==> config.mk <==
export PLATFORM = sky130hd
export DESIGN_NAME = pms_top
export DESIGN_NICKNAME = d
export VERILOG_FILES = /design/src/design/pms_pkg.sv /design/src/design/pms_sync.sv /design/src/design/pms_clock_sel.sv /design/src/design/pms_top.sv
export SDC_FILE = /design/constraint.sdc
export NUM_CORES = 1
export LEC_CHECK = 0
export ABC_AREA = 1
export CORE_MARGIN = 2
export CORE_UTILIZATION = 45
export CTS_CLUSTER_DIAMETER = 60
export CTS_CLUSTER_SIZE = 24
export DETAILED_ROUTE_END_ITERATION = 10
export DONT_BUFFER_PORTS = 1
export GPL_TIMING_DRIVEN = 0
export MAX_ROUTING_LAYER = met4
export PLACE_DENSITY = 0.59
export SKIP_CTS_REPAIR_TIMING = 1
export SLEW_MARGIN = 10
export SYNTH_ARGS = -nofsm -noshare
export SYNTH_HDL_FRONTEND = slang
export SYNTH_SLANG_ARGS = --single-unit
==> constraint.sdc <==
create_clock -name i_clock -period 1.9 [get_ports i_clock]
set_clock_uncertainty 0.2 [all_clocks]
set_input_delay 0.19 -clock i_clock [delete_from_list [all_inputs] [get_ports i_clock]]
set_output_delay 0.19 -clock i_clock [all_outputs]
set_load 0.01 [all_outputs]
==> src/design/pms_pkg.sv <==
// Package of constants and types for the power mode sequencer
//****************************************************************
// Summary of operation
// - Software alone requests idle, standby, shutdown, held
// - Idle stops core clocks; any interrupt wakes
// - Standby powers always-on domain, SRAM and sensor
// - Standby exits on pin, counter, sensor event
// - Standby wake resumes execution, keeps retention
// - Standby latches all I/O pins
// - Shutdown powers everything off, I/O latched
// - Shutdown pin change wakes as reset
// - Reset status records pin, reset, power-on cause
// - Shutdown keeps only the I/O latch; flash is off
// - Wake sources allowed per mode table
// - Wake latency 14, 151, 1015 microseconds
// - Standby brownout locks device until reset
// - Software picks fast crystal or RC clock
// - Crystal reference doubled to fast clock
// - Slow RC used when no slow crystal
// - Always-on domain powered except shutdown
//****************************************************************
package pms_pkg;
    // Clock rate of the sequencer in kHz
    localparam int unsigned CLOCK_KHZ        = 20000;
    // Wake latencies in nanoseconds
    localparam int unsigned IDLE_WAKE_NS     = 14000;
    localparam int unsigned STANDBY_WAKE_NS  = 151000;
    localparam int unsigned RESET_WAKE_NS    = 1015000;
    // All times round down, never below one cycle
    localparam int unsigned IDLE_WAKE_CYC    = (IDLE_WAKE_NS * (CLOCK_KHZ / 1000)) / 1000;
    localparam int unsigned STANDBY_WAKE_CYC = (STANDBY_WAKE_NS * (CLOCK_KHZ / 1000)) / 1000;
    localparam int unsigned RESET_WAKE_CYC   = (RESET_WAKE_NS * (CLOCK_KHZ / 1000)) / 1000;
    localparam int unsigned CNT_W            = 16;
    // Register offsets
    localparam logic [3:0] ADDR_MODE_REQ    = 4'h0;
    localparam logic [3:0] ADDR_STATUS      = 4'h1;
    localparam logic [3:0] ADDR_RESET_CAUSE = 4'h2;
    localparam logic [3:0] ADDR_CLK_CFG     = 4'h3;
    localparam logic [3:0] ADDR_IRQ_STATUS  = 4'h4;
    localparam logic [3:0] ADDR_IRQ_CLEAR   = 4'h5;
    localparam logic [3:0] ADDR_IRQ_ENABLE  = 4'h6;
    localparam logic [3:0] ADDR_WAKE_PINS   = 4'h7;
    // Mode request codes
    localparam logic [2:0] REQ_IDLE     = 3'h1;
    localparam logic [2:0] REQ_STANDBY  = 3'h2;
    localparam logic [2:0] REQ_SHUTDOWN = 3'h3;
    localparam logic [2:0] REQ_HELD     = 3'h4;
    // Reset cause codes
    localparam logic [1:0] CAUSE_POR    = 2'h0;
    localparam logic [1:0] CAUSE_PIN    = 2'h1;
    localparam logic [1:0] CAUSE_WAKEIO = 2'h2;
    // Interrupt event bits
    localparam int unsigned EV_W        = 4;
    localparam int unsigned EV_WAKE     = 0;
    localparam int unsigned EV_SLEEP    = 1;
    localparam int unsigned EV_LOCK     = 2;
    localparam int unsigned EV_REFUSED  = 3;
    // Clock config bits
    localparam int unsigned CFG_FAST_XTAL = 0;
    // Modes, Gray along the listed order, active through boot
    typedef enum logic [2:0] {
        PMS_ACTIVE   = 3'h0,
        PMS_IDLE     = 3'h1,
        PMS_WAKE     = 3'h3,
        PMS_STANDBY  = 3'h2,
        PMS_SHUTDOWN = 3'h6,
        PMS_HELD     = 3'h7,
        PMS_BOOT     = 3'h5
    } pms_state_t;
endpackage

==> src/design/pms_sync.sv <==
// Two-flop synchroniser for a vector of pin inputs
module pms_sync #(
    parameter int unsigned WIDTH = 1
) (
    input  wire logic             i_clock,
    input  wire logic             i_rst,
    input  wire logic [WIDTH-1:0] i_async,
    output logic      [WIDTH-1:0] o_sync
);
    import pms_pkg::*;
    typedef struct packed {
        logic [WIDTH-1:0] first;  // Metastable stage, read only by second
        logic [WIDTH-1:0] second; // Safe stage
    } pms_sync_t;
    pms_sync_t st;
    pms_sync_t next_st;
    // Shift chain
    always_comb begin
        next_st.first  = i_async;
        next_st.second = st.first;
    end
    // State register
    always_ff @(posedge i_clock) begin
        if (i_rst) begin
            st <= '0;
        end else begin
            st <= next_st;
        end
    end
    assign o_sync = st.second;
endmodule

==> src/design/pms_clock_sel.sv <==
// Clock source selection for the fast and slow references
module pms_clock_sel (
    input  wire logic i_clock,
    input  wire logic i_rst,
    input  wire logic i_fast_xtal_sel,
    input  wire logic i_fast_on,
    input  wire logic i_slow_on,
    input  wire logic i_slow_xtal_present,
    output logic      o_fast_crystal_osc_en,
    output logic      o_fast_rc_osc_en,
    output logic      o_doubler_en,
    output logic      o_slow_crystal_osc_en,
    output logic      o_slow_rc_osc_en
);
    import pms_pkg::*;
    typedef struct packed {
        logic fx;  // Fast crystal enable
        logic frc; // Fast RC enable
        logic dbl; // Doubler enable
        logic sx;  // Slow crystal enable
        logic src; // Slow RC enable
    } pms_clk_t;
    pms_clk_t st;
    pms_clk_t next_st;
    // Enables follow the mode; fast clocks only when the fast domain runs
    always_comb begin
        next_st.fx  = i_fast_on & i_fast_xtal_sel;
        next_st.frc = i_fast_on & ~i_fast_xtal_sel;
        next_st.dbl = i_fast_on & i_fast_xtal_sel;
        next_st.sx  = i_slow_on & i_slow_xtal_present;
        next_st.src = i_slow_on & ~i_slow_xtal_present;
    end
    // State register
    always_ff @(posedge i_clock) begin
        if (i_rst) begin
            st <= '0;
        end else begin
            st <= next_st;
        end
    end
    assign {o_fast_crystal_osc_en, o_fast_rc_osc_en, o_doubler_en, o_slow_crystal_osc_en,
            o_slow_rc_osc_en} = st;
endmodule

==> src/design/pms_top.sv <==
// Power mode sequencer: mode machine, gating, wake routing, registers
//
// Decided for this implementation: the strobed register port and the placing of the registers.
module pms_top #(
    parameter int unsigned GPIO_W        = 8,
    parameter int unsigned STANDBY_CYC   = pms_pkg::STANDBY_WAKE_CYC,
    parameter int unsigned RESET_CYC     = pms_pkg::RESET_WAKE_CYC
) (
    input  wire logic              i_clock,
    input  wire logic              i_rst,
    // Register port
    input  wire logic [3:0]        i_addr,
    input  wire logic [31:0]       i_wdata,
    input  wire logic              i_wr,
    input  wire logic              i_rd,
    output logic      [31:0]       o_rdata,
    // Event and pin inputs
    input  wire logic              i_irq_any,
    input  wire logic              i_rtc_event,
    input  wire logic              i_sensor_event,
    input  wire logic              i_ext_wake,
    input  wire logic              i_reset_pin_n,
    input  wire logic              i_brownout,
    input  wire logic              i_recharge,
    input  wire logic              i_slow_xtal_present,
    input  wire logic [GPIO_W-1:0] i_gpio_in,
    // Power and clock gating
    output logic                   o_cpu_clk_en,
    output logic                   o_cpu_rst,
    output logic                   o_flash_on,
    output logic                   o_sram_on,
    output logic                   o_radio_on,
    output logic                   o_periph_on,
    output logic                   o_always_on_domain_on,
    output logic                   o_sensor_on,
    output logic                   o_brownout_detector_en,
    output logic                   o_retain,
    output logic                   o_io_latch,
    output logic                   o_fast_crystal_osc_en,
    output logic                   o_fast_rc_osc_en,
    output logic                   o_doubler_en,
    output logic                   o_slow_crystal_osc_en,
    output logic                   o_slow_rc_osc_en,
    output logic                   o_irq
);
    import pms_pkg::*;

    initial begin
        if (GPIO_W < 1 || GPIO_W > 16) $error("GPIO_W out of range");
        if (RESET_CYC < 1 || RESET_CYC >= (1 << CNT_W)) $error("RESET_CYC out of range");
        if (STANDBY_CYC < 1 || STANDBY_CYC > RESET_CYC) $error("STANDBY_CYC out of range");
    end

    //****************************************************************
    // Pin synchronisers
    //****************************************************************
    localparam int unsigned SW = GPIO_W + 6;
    logic [SW-1:0] raw_pins;
    logic [SW-1:0] syn_pins;
    assign raw_pins = {i_gpio_in, i_rtc_event, i_sensor_event, i_ext_wake,
                       i_reset_pin_n, i_brownout, i_recharge};
    pms_sync #(
        .WIDTH (SW)
    ) u_sync (
        .i_clock (i_clock),
        .i_rst   (i_rst),
        .i_async (raw_pins),
        .o_sync  (syn_pins)
    );
    logic [GPIO_W-1:0] gpio_s;
    logic              rtc_s;
    logic              sens_s;
    logic              ext_s;
    logic              rpin_n_s;
    logic              bo_s;
    logic              rech_s;
    assign {gpio_s, rtc_s, sens_s, ext_s, rpin_n_s, bo_s, rech_s} = syn_pins;

    //****************************************************************
    // State
    //****************************************************************
    typedef struct packed {
        pms_state_t        mode;       // Current mode
        logic [CNT_W-1:0]  cnt;        // Wake latency counter
        logic              cold;       // Wake in progress is a full reset
        logic [1:0]        cause;      // Last reset cause
        logic              bo_seen;    // Brownout caught during standby
        logic              locked;     // Brownout lockup after wake
        logic              fast_xtal;  // Fast clock source choice
        logic [GPIO_W-1:0] wake_en;    // Shutdown wake pin mask
        logic [GPIO_W-1:0] io_snap;    // Pin levels at shutdown entry
        logic [EV_W-1:0]   irq_st;     // Sticky events
        logic [EV_W-1:0]   irq_en;     // Event enables
        logic              rpin_prev;  // Reset pin level last cycle
        logic [31:0]       rdata;      // Read data register
    } pms_top_t;
    pms_top_t st;
    pms_top_t next_st;

    // Mode whose wake sequence is a full reset
    function automatic logic is_cold(input pms_state_t m);
        return (m == PMS_SHUTDOWN) || (m == PMS_HELD);
    endfunction

    //****************************************************************
    // Next-state logic
    //****************************************************************
    always_comb begin
        logic [EV_W-1:0] ev;
        logic            rpin_fall;
        logic            pin_wake;
        ev        = '0;
        next_st   = st;
        rpin_fall = st.rpin_prev & ~rpin_n_s;
        // Change on an enabled wake pin against the latched level
        pin_wake  = |((gpio_s ^ st.io_snap) & st.wake_en);
        next_st.rpin_prev = rpin_n_s;
        next_st.rdata     = '0;

        // Reset pin wakes from every mode, including held
        if (rpin_fall) begin
            next_st.mode   = PMS_BOOT;
            next_st.cold   = 1'b1;
            next_st.cnt    = CNT_W'(RESET_CYC);
            next_st.cause  = CAUSE_PIN;
            next_st.locked = 1'b0;
        end else begin
            unique case (st.mode)
                PMS_ACTIVE: begin
                    // Only software starts a low-power mode
                    if (i_wr && i_addr == ADDR_MODE_REQ && !st.locked) begin
                        unique case (i_wdata[2:0])
                            REQ_IDLE: begin
                                next_st.mode = PMS_IDLE;
                                ev[EV_SLEEP] = 1'b1;
                            end
                            REQ_STANDBY: begin
                                next_st.mode    = PMS_STANDBY;
                                next_st.bo_seen = 1'b0;
                                ev[EV_SLEEP]    = 1'b1;
                            end
                            REQ_SHUTDOWN: begin
                                next_st.mode    = PMS_SHUTDOWN;
                                next_st.io_snap = gpio_s;
                            end
                            REQ_HELD: begin
                                next_st.mode = PMS_HELD;
                            end
                            default: ev[EV_REFUSED] = 1'b1;
                        endcase
                    end
                end
                PMS_IDLE: begin
                    // Any interrupt or counter wake returns to active
                    if (i_irq_any || rtc_s || ext_s || sens_s) begin
                        next_st.mode = PMS_WAKE;
                        next_st.cold = 1'b0;
                        next_st.cnt  = CNT_W'(IDLE_WAKE_CYC);
                    end
                end
                PMS_STANDBY: begin
                    // Brownout sampled only during recharge
                    if (rech_s && bo_s) begin
                        next_st.bo_seen = 1'b1;
                    end
                    if (ext_s || rtc_s || sens_s) begin
                        next_st.mode = PMS_WAKE;
                        next_st.cold = 1'b0;
                        next_st.cnt  = CNT_W'(STANDBY_CYC);
                    end
                end
                PMS_SHUTDOWN: begin
                    if (pin_wake) begin
                        next_st.mode  = PMS_BOOT;
                        next_st.cold  = 1'b1;
                        next_st.cnt   = CNT_W'(RESET_CYC);
                        next_st.cause = CAUSE_WAKEIO;
                    end
                end
                PMS_HELD: begin
                    // Only the reset pin exits, handled above
                    next_st.mode = PMS_HELD;
                end
                PMS_WAKE, PMS_BOOT: begin
                    if (st.cnt <= CNT_W'(1)) begin
                        next_st.mode = PMS_ACTIVE;
                        ev[EV_WAKE]  = 1'b1;
                        if (st.bo_seen) begin
                            next_st.locked = 1'b1;
                            ev[EV_LOCK]    = 1'b1;
                        end
                        next_st.bo_seen = 1'b0;
                    end else begin
                        next_st.cnt = st.cnt - CNT_W'(1);
                    end
                end
                default: next_st.mode = PMS_BOOT;
            endcase
        end

        // Registers wiped by a full reset wake
        if (st.mode == PMS_BOOT) begin
            next_st.fast_xtal = 1'b0;
            next_st.wake_en   = '0;
            next_st.irq_en    = '0;
        end else if (i_wr) begin
            unique case (i_addr)
                ADDR_CLK_CFG:    next_st.fast_xtal = i_wdata[CFG_FAST_XTAL];
                ADDR_IRQ_ENABLE: next_st.irq_en    = i_wdata[EV_W-1:0];
                ADDR_WAKE_PINS:  next_st.wake_en   = i_wdata[GPIO_W-1:0];
                default: ;
            endcase
        end

        // Sticky events: set wins over clear
        if (i_wr && i_addr == ADDR_IRQ_CLEAR) begin
            next_st.irq_st = st.irq_st & ~i_wdata[EV_W-1:0];
        end
        if (st.mode == PMS_BOOT) begin
            next_st.irq_st = '0;
        end
        next_st.irq_st = next_st.irq_st | ev;

        // Read data, valid the cycle after the strobe
        if (i_rd) begin
            unique case (i_addr)
                ADDR_STATUS:      next_st.rdata = {27'h0, st.locked, st.cold, 3'(st.mode)};
                ADDR_RESET_CAUSE: next_st.rdata = {30'h0, st.cause};
                ADDR_CLK_CFG:     next_st.rdata = {31'h0, st.fast_xtal};
                ADDR_IRQ_STATUS:  next_st.rdata = {28'h0, st.irq_st};
                ADDR_IRQ_ENABLE:  next_st.rdata = {28'h0, st.irq_en};
                ADDR_WAKE_PINS:   next_st.rdata = 32'(st.wake_en);
                default:          next_st.rdata = 32'h0;
            endcase
        end
    end

    //****************************************************************
    // State register
    //****************************************************************
    always_ff @(posedge i_clock) begin
        if (i_rst) begin
            // Power-on boot; edge detector starts low like the synchroniser,
            // so a reset pin idling high gives no false edge
            st           <= '0;
            st.mode      <= PMS_BOOT;
            st.cold      <= 1'b1;
            st.cnt       <= CNT_W'(RESET_CYC);
            st.cause     <= CAUSE_POR;
            st.rpin_prev <= 1'b0;
        end else begin
            st <= next_st;
        end
    end

    //****************************************************************
    // Gating outputs, decoded from the registered mode
    //****************************************************************
    logic act;
    logic fast_dom;
    assign act      = (st.mode == PMS_ACTIVE);
    assign fast_dom = act || (st.mode == PMS_IDLE) || (st.mode == PMS_WAKE);

    // Cause is registered before the processor leaves reset
    assign o_cpu_clk_en           = act && !st.locked;
    assign o_cpu_rst              = (st.mode == PMS_BOOT);
    assign o_flash_on             = fast_dom;
    assign o_radio_on             = fast_dom;
    assign o_periph_on            = fast_dom;
    assign o_sram_on              = !is_cold(st.mode);
    assign o_retain               = (st.mode == PMS_STANDBY) || (st.mode == PMS_WAKE);
    assign o_always_on_domain_on  = (st.mode != PMS_SHUTDOWN);
    assign o_sensor_on            = !is_cold(st.mode);
    assign o_brownout_detector_en = fast_dom || ((st.mode == PMS_STANDBY) && rech_s);
    assign o_io_latch             = (st.mode == PMS_STANDBY) || is_cold(st.mode);
    assign o_irq                  = |(st.irq_st & st.irq_en);
    assign o_rdata                = st.rdata;

    pms_clock_sel u_clk (
        .i_clock               (i_clock),
        .i_rst                 (i_rst),
        .i_fast_xtal_sel       (st.fast_xtal),
        .i_fast_on             (fast_dom),
        .i_slow_on             (o_always_on_domain_on),
        .i_slow_xtal_present   (i_slow_xtal_present),
        .o_fast_crystal_osc_en (o_fast_crystal_osc_en),
        .o_fast_rc_osc_en      (o_fast_rc_osc_en),
        .o_doubler_en          (o_doubler_en),
        .o_slow_crystal_osc_en (o_slow_crystal_osc_en),
        .o_slow_rc_osc_en      (o_slow_rc_osc_en)
    );
endmodule

==> qor_table.md <==
| Stage | Quantity | Value |
|---|---|---|
| finish | Cell area after layout | 5560 um2 |
| critical path | Worst Setup Path Type | flip-flop to flip-flop |
| clock network | CTS max path bufs | 2 |
| synth | Cell area after technology mapping | 4360 um2 |
| synth | Flip-flop cell with the highest count after synthesis | dfxtp_1 |
| die | Horizontal die dimension | 102 um |
| clock network | TritonCTS clock tree | built |
| timing | Unrepaired setup endpoints after global routing | yes |
| timing | Setup-failing EPs final | 7 |
| timing | Max-slew violation count | 0 |
| routing | Final routed wire length divided by cell count | 12.9 um |
| clock network | Root Driver | clkbuf_8 |
| die | I/O pin cnt | 105 |
| critical path | Startpoint of the worst-slack reg-to-reg timing path | st[81]$_SDFFE_PP1P_ |
| timing | Hold Vio Cnt, Final | 5 |
| synth | Synth cell types | 38 |
| critical path | Worst-path cell with the longest stage delay | dfxtp_2 |
| critical path | Combined buffer and inverter count along the critical path | 4 |
| power | Worst IR drop on VDD | 0.000473 V |
| finish | Proportion of layout cells with a drive suffix above 1 | 19.8% |
| finish | Diodes inserted | 0 |
| timing | Highest clock frequency the design can meet | 516 MHz |
| synth | Total number of yosys warnings | 0 |
| clock network | Cts bufs inserted | 9 |
| global route | Vias in the first global route | 3578 |
| timing | Hold slack final | -0.0155 ns |
| synth | Area share of and/or/nand/nor cells after synthesis | 31.2% |
| routing | First-iteration detailed-routing DRC count | 231 |
| die | Area of the die | 10500 um2 |
| clock network | CTS clk-pin slew, worst paths | 0.10 ns |
| clock network | Max H-tree Level | 3 |
| synth | Fraction of synthesized cell area in xor and xnor cells | 1.00% |
| global route | First-pass GRT wire length | 17000 um |
| synth | Number of flops mapped to enable cells by yosys | 0 |
| critical path | CP max stage delay | 0.33 ns |
| routing | Post-detailed-route count of antenna-violating nets | 0 |
| job | Number of max-cap violations | 0 |
| place | Input/output buffers | 0 |
| min path | Worst hold-check path type | primary input to flip-flop |
| synth | Register area share after synthesis | 41.3% |
| power | Leakage power | 0.00261 uW |
| global route | Largest net degree at the start of global routing | 18 |
| power | Total power divided by cell area | 1210 nW/um2 |
| timing | Clock period minus worst slack | 1.94 ns |
| timing | Post-layout worst setup margin | -0.0365 ns |
| synth | Combinational family with the most area after synthesis | simple AND/OR/NAND/NOR gates |
| synth | Compound-cell area share of the yosys netlist | 10.3% |
| synth | Post-Synth Adder-Cell Area | 0.573% |
| routing | Vias | 4122 |
| clock network | Clock latency on the worst-skew pair | 0.37 ns |
| timing | Ratio of final minimum period to clock period | 102% |
| synth | Leading post-synthesis cells by cell area | dfxtp_1, nand2_1, nor2_1, inv_1, buf_4 |
| clock network | Number of sinks on the clock net | 90 |
| finish | Finished Layout Cells | 866 |
| critical path | Top Family by Delay on Critical Path | simple AND/OR/NAND/NOR gates |
| finish | Final Net Count | 790 |
| routing | Via density | 4.76 |
| die | Std-Cell Rows | 35 |
| die | Core area | 9330 um2 |
| synth | Share of cell area taken by muxes after synthesis | 0% |
| finish | Fill cell count | 930 |
| synth | Seq cells post-synth | 90 |
| global route | Tot GR Track Use | 21.6% |
| critical path | Required time at the worst-slack endpoint | 2.01 ns |
| status | Outcome | finished with violations |
| critical path | CP startpoint | st[81]$_SDFFE_PP1P_ |
| place | Placed cell count | 793 |
| critical path | Arrival time at the worst endpoint | 2.05 ns |
| synth | Fraction of synthesis flops using an asynchronous set or reset pin | 0% |
| place | GP Congestion | 0.947 |
| critical path | Sort of element at the end of the critical path | flip-flop |
| critical path | Category of the worst setup path launch point | flip-flop |
| finish | Area growth from synthesis to layout | 27.3% |
| global route | Total global routing overflow | 0 |
| status | Violations in the final reports | hold timing, setup timing |
| timing | Worst Tran Pin Value | 0.602 ns |
| min path | Hold path start | i_addr[0] |
| synth | Number of standard cells after synthesis | 641 |
| place | Estimated wirelength of the detail-placed design | 7840 um |
| critical path | Critical Path Fanout Max | 9 |
| place | Worst setup timing slack at the placement stage | -0.332 ns |
| place | Placed cell areas | 4610 um2 |
| routing | DRC viols | 0 |
| routing | Final WL | 11200 um |
| synth | Post-synth top area cell | dfxtp_1 |
| global route | Number of antenna violations at the first check in global routing | 0 |
| die | Starting density of the core | 46.8% |
| critical path | CP cell instances | buf_8 > nand3_4 > inv_6 > a21oi_4 > inv_4 > nand2_2 > nand3_2 > nor2_4 > buf_6 > nand2_1 > a21oi_2 |
| synth | Share of the synthesized area in the top cell type | 41.3% |
| die | Y dimension of the die | 102 um |
| routing | Number of detailed-route iterations in the first pass | 5 |
| synth | Synth Area per Inst | 6.81 um2 |
| timing | Max-slew headroom | 59.9% |
-- power by group --
group	switching (uW)	leakage, uW	internal [uW]
registers	199	0.000737	2100
logic	1810	0.00176	1230
clock network	762	0.000107	635
-- synthesized netlist by cell type, types with 5 or more instances --
cell type	count
dfxtp_1	90
buf_4	39
nand2_1	141
inv_1	86
nor2_1	105
nand4_1	5
nor3_1	7
nand3_1	48
o21ai_0	32
clkbuf_1	7
a21oi_1	34
nor2_2	5
-- final cells by class --
type                       instances  area [um2]  share of cell area (%)
inverter                          91         355                    6.40
tap                              129         161                    2.91
multi-input combinational        434        2150                    38.6
timing repair buffer              57         513                    9.23
sequential                        90        1810                    32.6
clock inverter                     7        81.3                    1.46
clock buffer                       9         124                    2.23
buffer                            49         364                    6.55
-- sequential cells by signal (all words and copies together) (netlist names) --
register and count:
o_rdata 8, u_clk.o_fast_crystal_osc_en 1, u_sync.next_st 14, u_sync.o_sync 14
u_clk.o_slow_rc_osc_en 1, st 50, u_clk.o_fast_rc_osc_en 1, u_clk.o_slow_crystal_osc_en 1
-- path summary, 6_finish.rpt --
kind                                       to  cells past startpoint  slack (ns)
setup / recovery          st[76]$_SDFFE_PP0P_                     11       -0.04
hold / removal              st[40]$_SDFF_PP0_                      3       -0.02
setup reg to reg          st[76]$_SDFFE_PP0P_                     11       -0.04
hold reg to reg   u_sync.o_sync[9]$_SDFF_PP0_                      2        0.21
-- stage by stage --
stage          total power (uW)  TNS, ns  utilization (%)
6_report                   6730   -0.125             59.6
3_5_place_dp               4550    -6.02             49.4
5_1_grt                    7240    -2.20             59.6
4_1_cts                    5940    -7.20             51.6
2_1_floorplan              4050        0                -
3_3_place_gp               4530    -5.37             49.4
-- layout by cell type, fill, tap and decap left out, drive strengths merged, types with 2 or more instances in the layout --
cell type / n
a21oi: 35
a32o: 2
a41oi: 2
buf: 67
clkbuf: 16
conb: 24
dfxtp: 90
dlygate4sd3: 32
ha: 2
inv: 95
nand2: 142
nand3: 52
nand4: 5
nor2: 111
nor3: 8
o21ai: 34
or2: 4
xor2: 4
-- worst min-delay path, delay by kind of cell --
family	cells	cell delay, ns
simple gates	2	0.21
compound gates	1	0.11
-- layer usage --
| layer | part of all wire (%) | global-route usage, % | wire length, um |
|---|---|---|---|
| met5 | 0 | - | 0 |
| met4 | 2.5 | 8.82 | 281 |
| met3 | 5.9 | 4.04 | 654 |
| met2 | 44 | 32.8 | 4900 |
| met1 | 48 | 28.3 | 5330 |
-- kinds of logic after synthesis --
logic type                 count (synthesis)
DFF                                       90
adders and majority gates                  2
other                                      1
xor gates and xnor gates                   5
AOI/OAI and AO/OA                         80
and+or+nand+nor                          323
buffers and inverters                    140
Power figures use the tool's default switching activity.
